--- config.mk ---
export PLATFORM = sky130hd
export DESIGN_NAME = dmasup_top
export DESIGN_NICKNAME = d
export VERILOG_FILES = /design/src/core/dmasup_pkg.sv /design/src/core/dmasup_ready.sv /design/src/core/dmasup_top.sv
export SDC_FILE = /design/constraint.sdc
export NUM_CORES = 1
export LEC_CHECK = 0
export BUFFER_PORTS_ARGS = -buffer_cell sky130_fd_sc_hd__buf_4
export CAP_MARGIN = 20
export CORE_UTILIZATION = 47
export CTS_BUF_LIST = sky130_fd_sc_hd__clkbuf_8
export CTS_CLUSTER_SIZE = 8
export DETAILED_ROUTE_END_ITERATION = 16
export HOLD_SLACK_MARGIN = 0.1
export PLACE_DENSITY = 0.86
export SYNTH_ARGS = -nofsm -noshare
export SYNTH_HDL_FRONTEND = slang
export SYNTH_HIERARCHICAL = 1
export SYNTH_SLANG_ARGS = --single-unit
--- constraint.sdc ---
create_clock -name ref_clk -period 1.9 [get_ports ref_clk]
set_input_delay 0.475 -clock ref_clk [delete_from_list [all_inputs] [get_ports ref_clk]]
set_output_delay 0.475 -clock ref_clk [all_outputs]
set_load 0.005 [all_outputs]
--- src/core/dmasup_pkg.sv ---
// constants shared by the dma support logic
`default_nettype none
package dmasup_pkg;
   // ***********************************************
   // timing control register fields
   // ***********************************************
   localparam int unsigned  EARLY_RD_BIT     = 0;
   localparam int unsigned  WAIT_W           = 4;
   localparam logic [3:0]   WAIT8_RESET      = 4'h1;
   localparam logic [3:0]   WAIT16_RESET     = 4'h1;
   localparam logic         EARLY_RD_RESET   = 1'h0;
   // ***********************************************
   // address layout
   // ***********************************************
   localparam int unsigned  PAGE_W           = 10;
   localparam int unsigned  MEM_ADDR_W       = 26;
   localparam int unsigned  CHAN_N           = 8;
   localparam logic [7:0]   CASCADE_HOST_CH  = 8'h10;
   // ***********************************************
   // hold arbiter states
   // ***********************************************
   typedef enum logic [2:0] {
      ARB_IDLE    = 3'b001,
      ARB_DMA     = 3'b010,
      ARB_REFRESH = 3'b100
   } dmasup_arb_t;
endpackage
`default_nettype wire

--- src/core/dmasup_ready.sv ---
// ready generation shared by both dma controller cores
`timescale 1ns/1ps
`default_nettype none
module dmasup_ready #(
   parameter int unsigned WAIT_W = 4
) (
   input  wire logic              ref_clk,
   input  wire logic              rst_n,
   input  wire logic              cycle_start,
   input  wire logic              cycle_active,
   input  wire logic [WAIT_W-1:0] wait_count,
   input  wire logic              io_channel_ready,
   output logic                   ready_out
);
   logic [WAIT_W-1:0] cnt_q;
   logic [WAIT_W-1:0] cnt_d;
   logic              done_w;

   // ***********************************************
   // forced waits then slot ready stretch
   // ***********************************************
   assign done_w = (cnt_q == '0);
   // slot ready gates the output directly, unregistered, so a late return costs no extra wait
   assign cnt_d  = cycle_start ? wait_count : (done_w ? cnt_q : cnt_q - 1'b1);
   assign ready_out = cycle_active && !cycle_start && done_w
                      && io_channel_ready;

   always_ff @(posedge ref_clk or negedge rst_n) begin
      if (!rst_n) begin
         cnt_q <= '0;
      end else begin
         cnt_q <= cnt_d;
      end
   end
endmodule
`default_nettype wire

--- src/core/dmasup_top.sv ---
// dma support: address map, ready, cascade release, hold arbiter, read delay
`timescale 1ns/1ps
`default_nettype none
//
// Behaviour
// - 8-bit: page, latched data, core address
// - 16-bit: page bit 0 dropped, latched data and core address shifted left one
// - both cores share one ready source
// - forced waits each transfer, reset one
// - software sets wait counts after reset
// - ready low keeps inserting wait states
// - late ready return passes straight through, no added wait
// - acknowledged cascade channel releases buses
// - arbiter: controller hold, refresh rising edge
// - hand over without dropping cpu hold
// - drop hold when nobody requests, or at refresh end with only a refresh edge pending
// - read strobe fall delayed one clock
// - read strobe rise not delayed
// - early select bit removes read delay
module dmasup_top #(
   parameter int unsigned PAGE_W = dmasup_pkg::PAGE_W,
   parameter int unsigned CHAN_N = dmasup_pkg::CHAN_N
) (
   input  wire logic                        ref_clk,
   input  wire logic                        rst_n,
   input  wire logic                        cfg_wr,
   input  wire logic [7:0]                  cfg_wdata,
   input  wire logic                        cfg_sel16,
   output logic [7:0]                       dma_timing_control_reg,
   input  wire logic                        xfer16,
   input  wire logic [PAGE_W-1:0]           page_latch,
   input  wire logic [7:0]                  ctrl_data_latch,
   input  wire logic [7:0]                  ctrl_addr,
   input  wire logic                        onboard_mem,
   output logic [dmasup_pkg::MEM_ADDR_W-1:0] mem_addr,
   output logic [3:0]                       byte_en_n,
   input  wire logic                        cycle_start,
   input  wire logic                        cycle_active,
   input  wire logic                        io_channel_ready,
   output logic                             ctrl_ready,
   input  wire logic [CHAN_N-1:0]           chan_cascade,
   input  wire logic [CHAN_N-1:0]           chan_ack,
   output logic                             bus_drive_en,
   input  wire logic                        dma_ctrl2_hold_request,
   input  wire logic                        refresh_timer_out,
   input  wire logic                        refresh_done,
   input  wire logic                        hold_acknowledge_in,
   output logic                             hold_request_out,
   output logic                             dma_hold_ack,
   output logic                             refresh_ack,
   input  wire logic                        core_mem_read_n,
   output logic                             mem_read_n
);
   // ***********************************************
   // timing control register
   // ***********************************************
   logic [dmasup_pkg::WAIT_W-1:0] wait8_q;
   logic [dmasup_pkg::WAIT_W-1:0] wait16_q;
   logic                          early_q;
   logic [dmasup_pkg::WAIT_W-1:0] wait_sel_w;

   always_ff @(posedge ref_clk or negedge rst_n) begin
      if (!rst_n) begin
         wait8_q  <= dmasup_pkg::WAIT8_RESET;
         wait16_q <= dmasup_pkg::WAIT16_RESET;
         early_q  <= dmasup_pkg::EARLY_RD_RESET;
      end else if (cfg_wr) begin
         // upper nibble is the wait count of the selected width
         if (cfg_sel16) begin
            wait16_q <= cfg_wdata[7:4];
         end else begin
            wait8_q <= cfg_wdata[7:4];
         end
         early_q <= cfg_wdata[dmasup_pkg::EARLY_RD_BIT];
      end
   end
   assign dma_timing_control_reg = {(cfg_sel16 ? wait16_q : wait8_q), 3'h0, early_q};
   assign wait_sel_w = xfer16 ? wait16_q : wait8_q;

   // ***********************************************
   // address and byte enables
   // ***********************************************
   logic [dmasup_pkg::MEM_ADDR_W-1:0] addr8_w;
   logic [dmasup_pkg::MEM_ADDR_W-1:0] addr16_w;
   logic [3:0]                        be8_w;
   logic [3:0]                        be16_w;

   assign addr8_w  = {page_latch, ctrl_data_latch, ctrl_addr};
   assign addr16_w = {page_latch[PAGE_W-1:1], ctrl_data_latch, ctrl_addr, 1'b0};

   function automatic logic [3:0] be_decode(input logic [1:0] a);
      be_decode = ~(4'h1 << a);
   endfunction
   assign be8_w  = be_decode(ctrl_addr[1:0]);
   assign be16_w = ctrl_addr[0] ? 4'h3 : 4'hc;

   always_ff @(posedge ref_clk or negedge rst_n) begin
      if (!rst_n) begin
         mem_addr  <= '0;
         byte_en_n <= 4'hf;
      end else begin
         mem_addr  <= xfer16 ? addr16_w : addr8_w;
         byte_en_n <= !onboard_mem ? 4'hf : (xfer16 ? be16_w : be8_w);
      end
   end

   // ***********************************************
   // ready, one source for both cores
   // ***********************************************
   dmasup_ready #(
      .WAIT_W (dmasup_pkg::WAIT_W)
   ) u_ready (
      .ref_clk          (ref_clk),
      .rst_n            (rst_n),
      .cycle_start      (cycle_start),
      .cycle_active     (cycle_active),
      .wait_count       (wait_sel_w),
      .io_channel_ready (io_channel_ready),
      .ready_out        (ctrl_ready)
   );

   // ***********************************************
   // cascade release
   // ***********************************************
   // release follows the acknowledge combinationally, no gap for contention
   assign bus_drive_en = ~|(chan_cascade & chan_ack);

   // ***********************************************
   // hold arbiter
   // ***********************************************
   dmasup_pkg::dmasup_arb_t arb_q;
   dmasup_pkg::dmasup_arb_t arb_d;
   logic                    tmr_q;
   logic                    ref_pend_q;
   logic                    ref_rise_w;

   assign ref_rise_w = refresh_timer_out && !tmr_q;

   always_comb begin
      arb_d = arb_q;
      case (arb_q)
         dmasup_pkg::ARB_IDLE: begin
            if (ref_pend_q || ref_rise_w) begin
               arb_d = dmasup_pkg::ARB_REFRESH;
            end else if (dma_ctrl2_hold_request) begin
               arb_d = dmasup_pkg::ARB_DMA;
            end
         end
         dmasup_pkg::ARB_DMA: begin
            if (!dma_ctrl2_hold_request) begin
               // an edge in the same cycle must not let hold drop for one clock
               arb_d = (ref_pend_q || ref_rise_w) ? dmasup_pkg::ARB_REFRESH
                                                  : dmasup_pkg::ARB_IDLE;
            end
         end
         dmasup_pkg::ARB_REFRESH: begin
            if (refresh_done) begin
               arb_d = dma_ctrl2_hold_request ? dmasup_pkg::ARB_DMA
                                              : dmasup_pkg::ARB_IDLE;
            end
         end
         default: arb_d = dmasup_pkg::ARB_IDLE;
      endcase
   end

   always_ff @(posedge ref_clk or negedge rst_n) begin
      if (!rst_n) begin
         arb_q      <= dmasup_pkg::ARB_IDLE;
         tmr_q      <= 1'b0;
         ref_pend_q <= 1'b0;
      end else begin
         arb_q <= arb_d;
         tmr_q <= refresh_timer_out;
         // entering refresh consumes the request; a later edge waits for the next round
         if (arb_d == dmasup_pkg::ARB_REFRESH && arb_q != dmasup_pkg::ARB_REFRESH) begin
            ref_pend_q <= 1'b0;
         end else if (ref_rise_w) begin
            ref_pend_q <= 1'b1;
         end
      end
   end

   // hold stays up across the handover since idle is skipped
   assign hold_request_out = (arb_q != dmasup_pkg::ARB_IDLE);
   assign dma_hold_ack = hold_acknowledge_in && (arb_q == dmasup_pkg::ARB_DMA);
   assign refresh_ack  = hold_acknowledge_in && (arb_q == dmasup_pkg::ARB_REFRESH);

   // ***********************************************
   // memory read strobe delay
   // ***********************************************
   logic core_rd_q;
   logic mem_read_n_q;

   always_ff @(posedge ref_clk or negedge rst_n) begin
      if (!rst_n) begin
         core_rd_q    <= 1'b1;
         mem_read_n_q <= 1'b1;
      end else begin
         core_rd_q <= core_mem_read_n;
         // fall one clock late unless early select; rise tracks the core
         mem_read_n_q <= core_mem_read_n
                         | (!early_q & core_rd_q);
      end
   end
   assign mem_read_n = mem_read_n_q;
endmodule
`default_nettype wire

==> summary.md <==
| Metric | Value |
|---|---|
| Seq/Total Area, Yosys | 0.585 |
| Fin nets | roughly 340 |
| # IOs | 108 |
| Die width | approximately 70 um |
| DRT Pass-1 Iters | 4 |
| HP Class | primary input to async pin |
| CTS Buffer Depth | 2 |
| Antenna diodes | 0 |
| Vias in the first global route | between 1500 and 2000 |
| Sink Count | 50 |
| Post-Syn Area | 0.00216 sq mm |
| Maxcap violations | 0 |
| Worst Skew | around 0.0056 ns |
| Multi-input gate area | 836 sq um |
| Final HPWL DP | roughly 3400 um |
| Crit end category | output port |
| Final WS setup | -0.156 ns |
| DR iter-0 viols | 57 |
| Avg Inst Size Synth | between 10 and 15 sq um |
| Type of origin of the critical path | flip-flop |
| H-Tree Depth | 2 |
| Crit path kind | flip-flop to output port |
| Register area | 0.00126 sq mm |
| Maximum VDD drop | slightly above 0.5 mV |
| Unique masters post-synth | 40 |
| Hold buffers post-CTS | 0 |
| DRC | 0 |
| Crit path time final | ~2.1 ns |
| Gr usage total | 0.200 |
| Largest net degree at the start of global routing | about 50 |
| Via count | about 1600 |
| Leakage power | approximately 1.5 nW |
| Most frequent cells in the layout | buf_4 (110), dfrtp_1 (40), mux2_2 (18), mux2_1 (13) |
| Clk_lat worst skew | around 0.30 ns |
| Fin. Hold Viols | 0 |
| CTS root buffer | clkbuf_8 |
| Synth warnings | 6 |
| CP Cell Sequence | inv_2 -> ha_4 -> or4b_4 -> nor2_4 -> buf_6 |
| Port Buffers | roughly 100 |
| CP max FO | 2 |
| Vias per cell | 4.99 |
| Dpl cells | roughly 310 |
| Post-synth ARST share | 1.00 |
| Die height | about 70 um |
| Die area | around 0.0049 sq mm |
| FF-to-FF End | u_ready/cnt_q[1] |
| Post-DP Area | between 0.002 and 0.003 sq mm |
| Drt wl/cell | 14.2 um |
| Gr ovfl total | 0 |
| R2r worst-path depth | 7 |
| Worst-Margin Slew | approximately 0.62 ns |
| Top FF cell, synth | dfrtp_1 |
| Most common cell after layout, fill and taps aside | buf_4 |
| Slowest stage delay, CP | 0.47 ns |
| Area grow syn2layout | 43.8% |
| Hold slack | 0.178 ns |
| Register clock-pin slew on the reported worst setup and hold paths | 0.09 ns |
| CTS buffer count | 5 |
| R2R Path Start | u_ready/cnt_q[1] |
| CP max-delay cell | or4b_4 |
| Final wirelength | about 4600 um |
| Status | finished, violations left |
| Post-synth EDFFs | 0 |
| R2R Setup Slk | 0.25 ns |
| Post-synthesis cell count | ~160 |
| First-pass GRT wire length | between 7000 and 8000 um |
| Critical path arrival | between 1.5 and 2 ns |
| RSZ-0062 raised after global routing | yes |
| Fill cells | approximately 340 |
| Core Box Area | between 0.004 and 0.005 sq mm |
| Yosys reg bits | 50 |
| Fin crit share | 1.08 |
| Fin cells | between 300 and 400 |
| Cell area after layout | between 0.003 and 0.004 sq mm |
| Initial Utilization | 0.492 |
| GP Congestion | between 0.7 and 0.8 |
| Cell Pwr Density | 928 mW/mm^2 |
| Share of cells above drive strength 1 | 0.586 |
| Rows | 24 |
| Final setup violation count | 1 |
| CTS tree | done |
| Failing checks | setup timing |
| Antenna violations before repair | 0 |
| Fmax | between 0.4 and 0.5 GHz |
| Worst slew margin relative to its limit | 0.589 |
| Fin. max-slew vios | 0 |
| Critical path required time | around 1.4 ns |
| DRT antenna net count | 0 |
==> worst max path at each step <==
| stage | to | slack [ns] | from |
|---|---|---|---|
| floorplan | ctrl_ready | 0.11 | u_ready/cnt_q[0] |
| global placement | ctrl_ready | 0.06 | cycle_start |
| detailed placement | ctrl_ready | 0.05 | cycle_start |
| CTS | ctrl_ready | -0.15 | u_ready/cnt_q[1] |
| global route | ctrl_ready | -0.23 | u_ready/cnt_q[1] |
| finish | ctrl_ready | -0.16 | u_ready/cnt_q[1] |
==> synth_stat cells, types with 2 or more instances <==
library cell	instances	share of area
a21oi_1	4	0.0093
a21oi_2	2	0.0081
a22oi_1	4	0.014
buf_2	4	0.0093
buf_4	4	0.014
buf_6	2	0.010
dfrtp_1	41	0.48
dfstp_2	9	0.11
ha_1	2	0.012
inv_1	5	0.0087
mux2_1	13	0.068
mux2_2	18	0.094
nand2_1	9	0.016
nand2b_1	3	0.0087
nor2_1	5	0.0087
nor2_2	2	0.0058
nor2b_1	5	0.014
nor3_1	3	0.0070
o21ai_0	4	0.0093
xnor2_1	3	0.012
==> critical path: cells and delay by family, from the launching register on <==
kind	cells	cell delay [ns]
buf+inv	2	0.18
fa+ha+maj	1	0.12
simple gates	2	0.57
flops	1	0.41
==> per-layer routing <==
metal	share of wire	GRT usage	vias up
met2	0.49	0.346	70
met3	0.085	0.0770	11
li1	-	-	772
met1	0.40	0.224	768
met5	0	0	-
met4	0.018	0.0667	0
==> report_power, final <==
| part | leakage [nW] | switching (mW) | internal, mW |
|---|---|---|---|
| clock | 0.0467 | 0.343 | 0.251 |
| combinational | 0.855 | 0.386 | 0.562 |
| sequential | 0.579 | 0.109 | 1.23 |
| total | 1.48 | 0.838 | 2.04 |
==> flip-flops by register name (all words and copies together) (netlist names) <==
register       count
ref_pend_q         1
wait16_q           4
core_rd_q          1
u_ready/cnt_q      4
tmr_q              1
early_q            1
mem_read_n         1
mem_addr          26
byte_en_n          4
arb_q              3
wait8_q            4
==> stage by stage <==
stage / total power, mW / util / worst slack (ns) / setup TNS, ns
2_1_floorplan: 1.83 / - / 0.107 / 0
3_3_place_gp: 2.13 / 0.672 / 0.0600 / 0
3_5_place_dp: 2.17 / 0.672 / 0.0509 / 0
4_1_cts: 2.85 / 0.702 / -0.154 / -0.154
5_1_grt: 3.04 / 0.708 / -0.226 / -0.226
6_report: 2.88 / 0.708 / -0.156 / -0.156
==> cell type report <==
| class | instances | share of cell area |
|---|---|---|
| multi-input cells | 99 | 0.269 |
| repair buffers | 111 | 0.270 |
| inverters | 5 | 0.00605 |
| flip-flops and latches | 50 | 0.407 |
| well taps | 52 | 0.0210 |
| clock buffers | 5 | 0.0222 |
| clock inverters | 3 | 0.00484 |
==> cell families after synthesis <==
| family | share of synthesized area |
|---|---|
| and+or+nand+nor | 0.101 |
| DFF | 0.585 |
| other | 0.00174 |
| muxes | 0.166 |
| adders and majority gates | 0.0116 |
| buffers and inverters | 0.0423 |
| xor gates and xnor gates | 0.0122 |
| AOI/OAI and AO/OA | 0.0794 |
==> repair_timing <==
action,4_1_cts,5_1_grt
endpoints found under the setup margin,2,2
gates resized for setup,5,4
pin swaps,1,0
buffers inserted,4,2
Power figures use the tool's default switching activity.
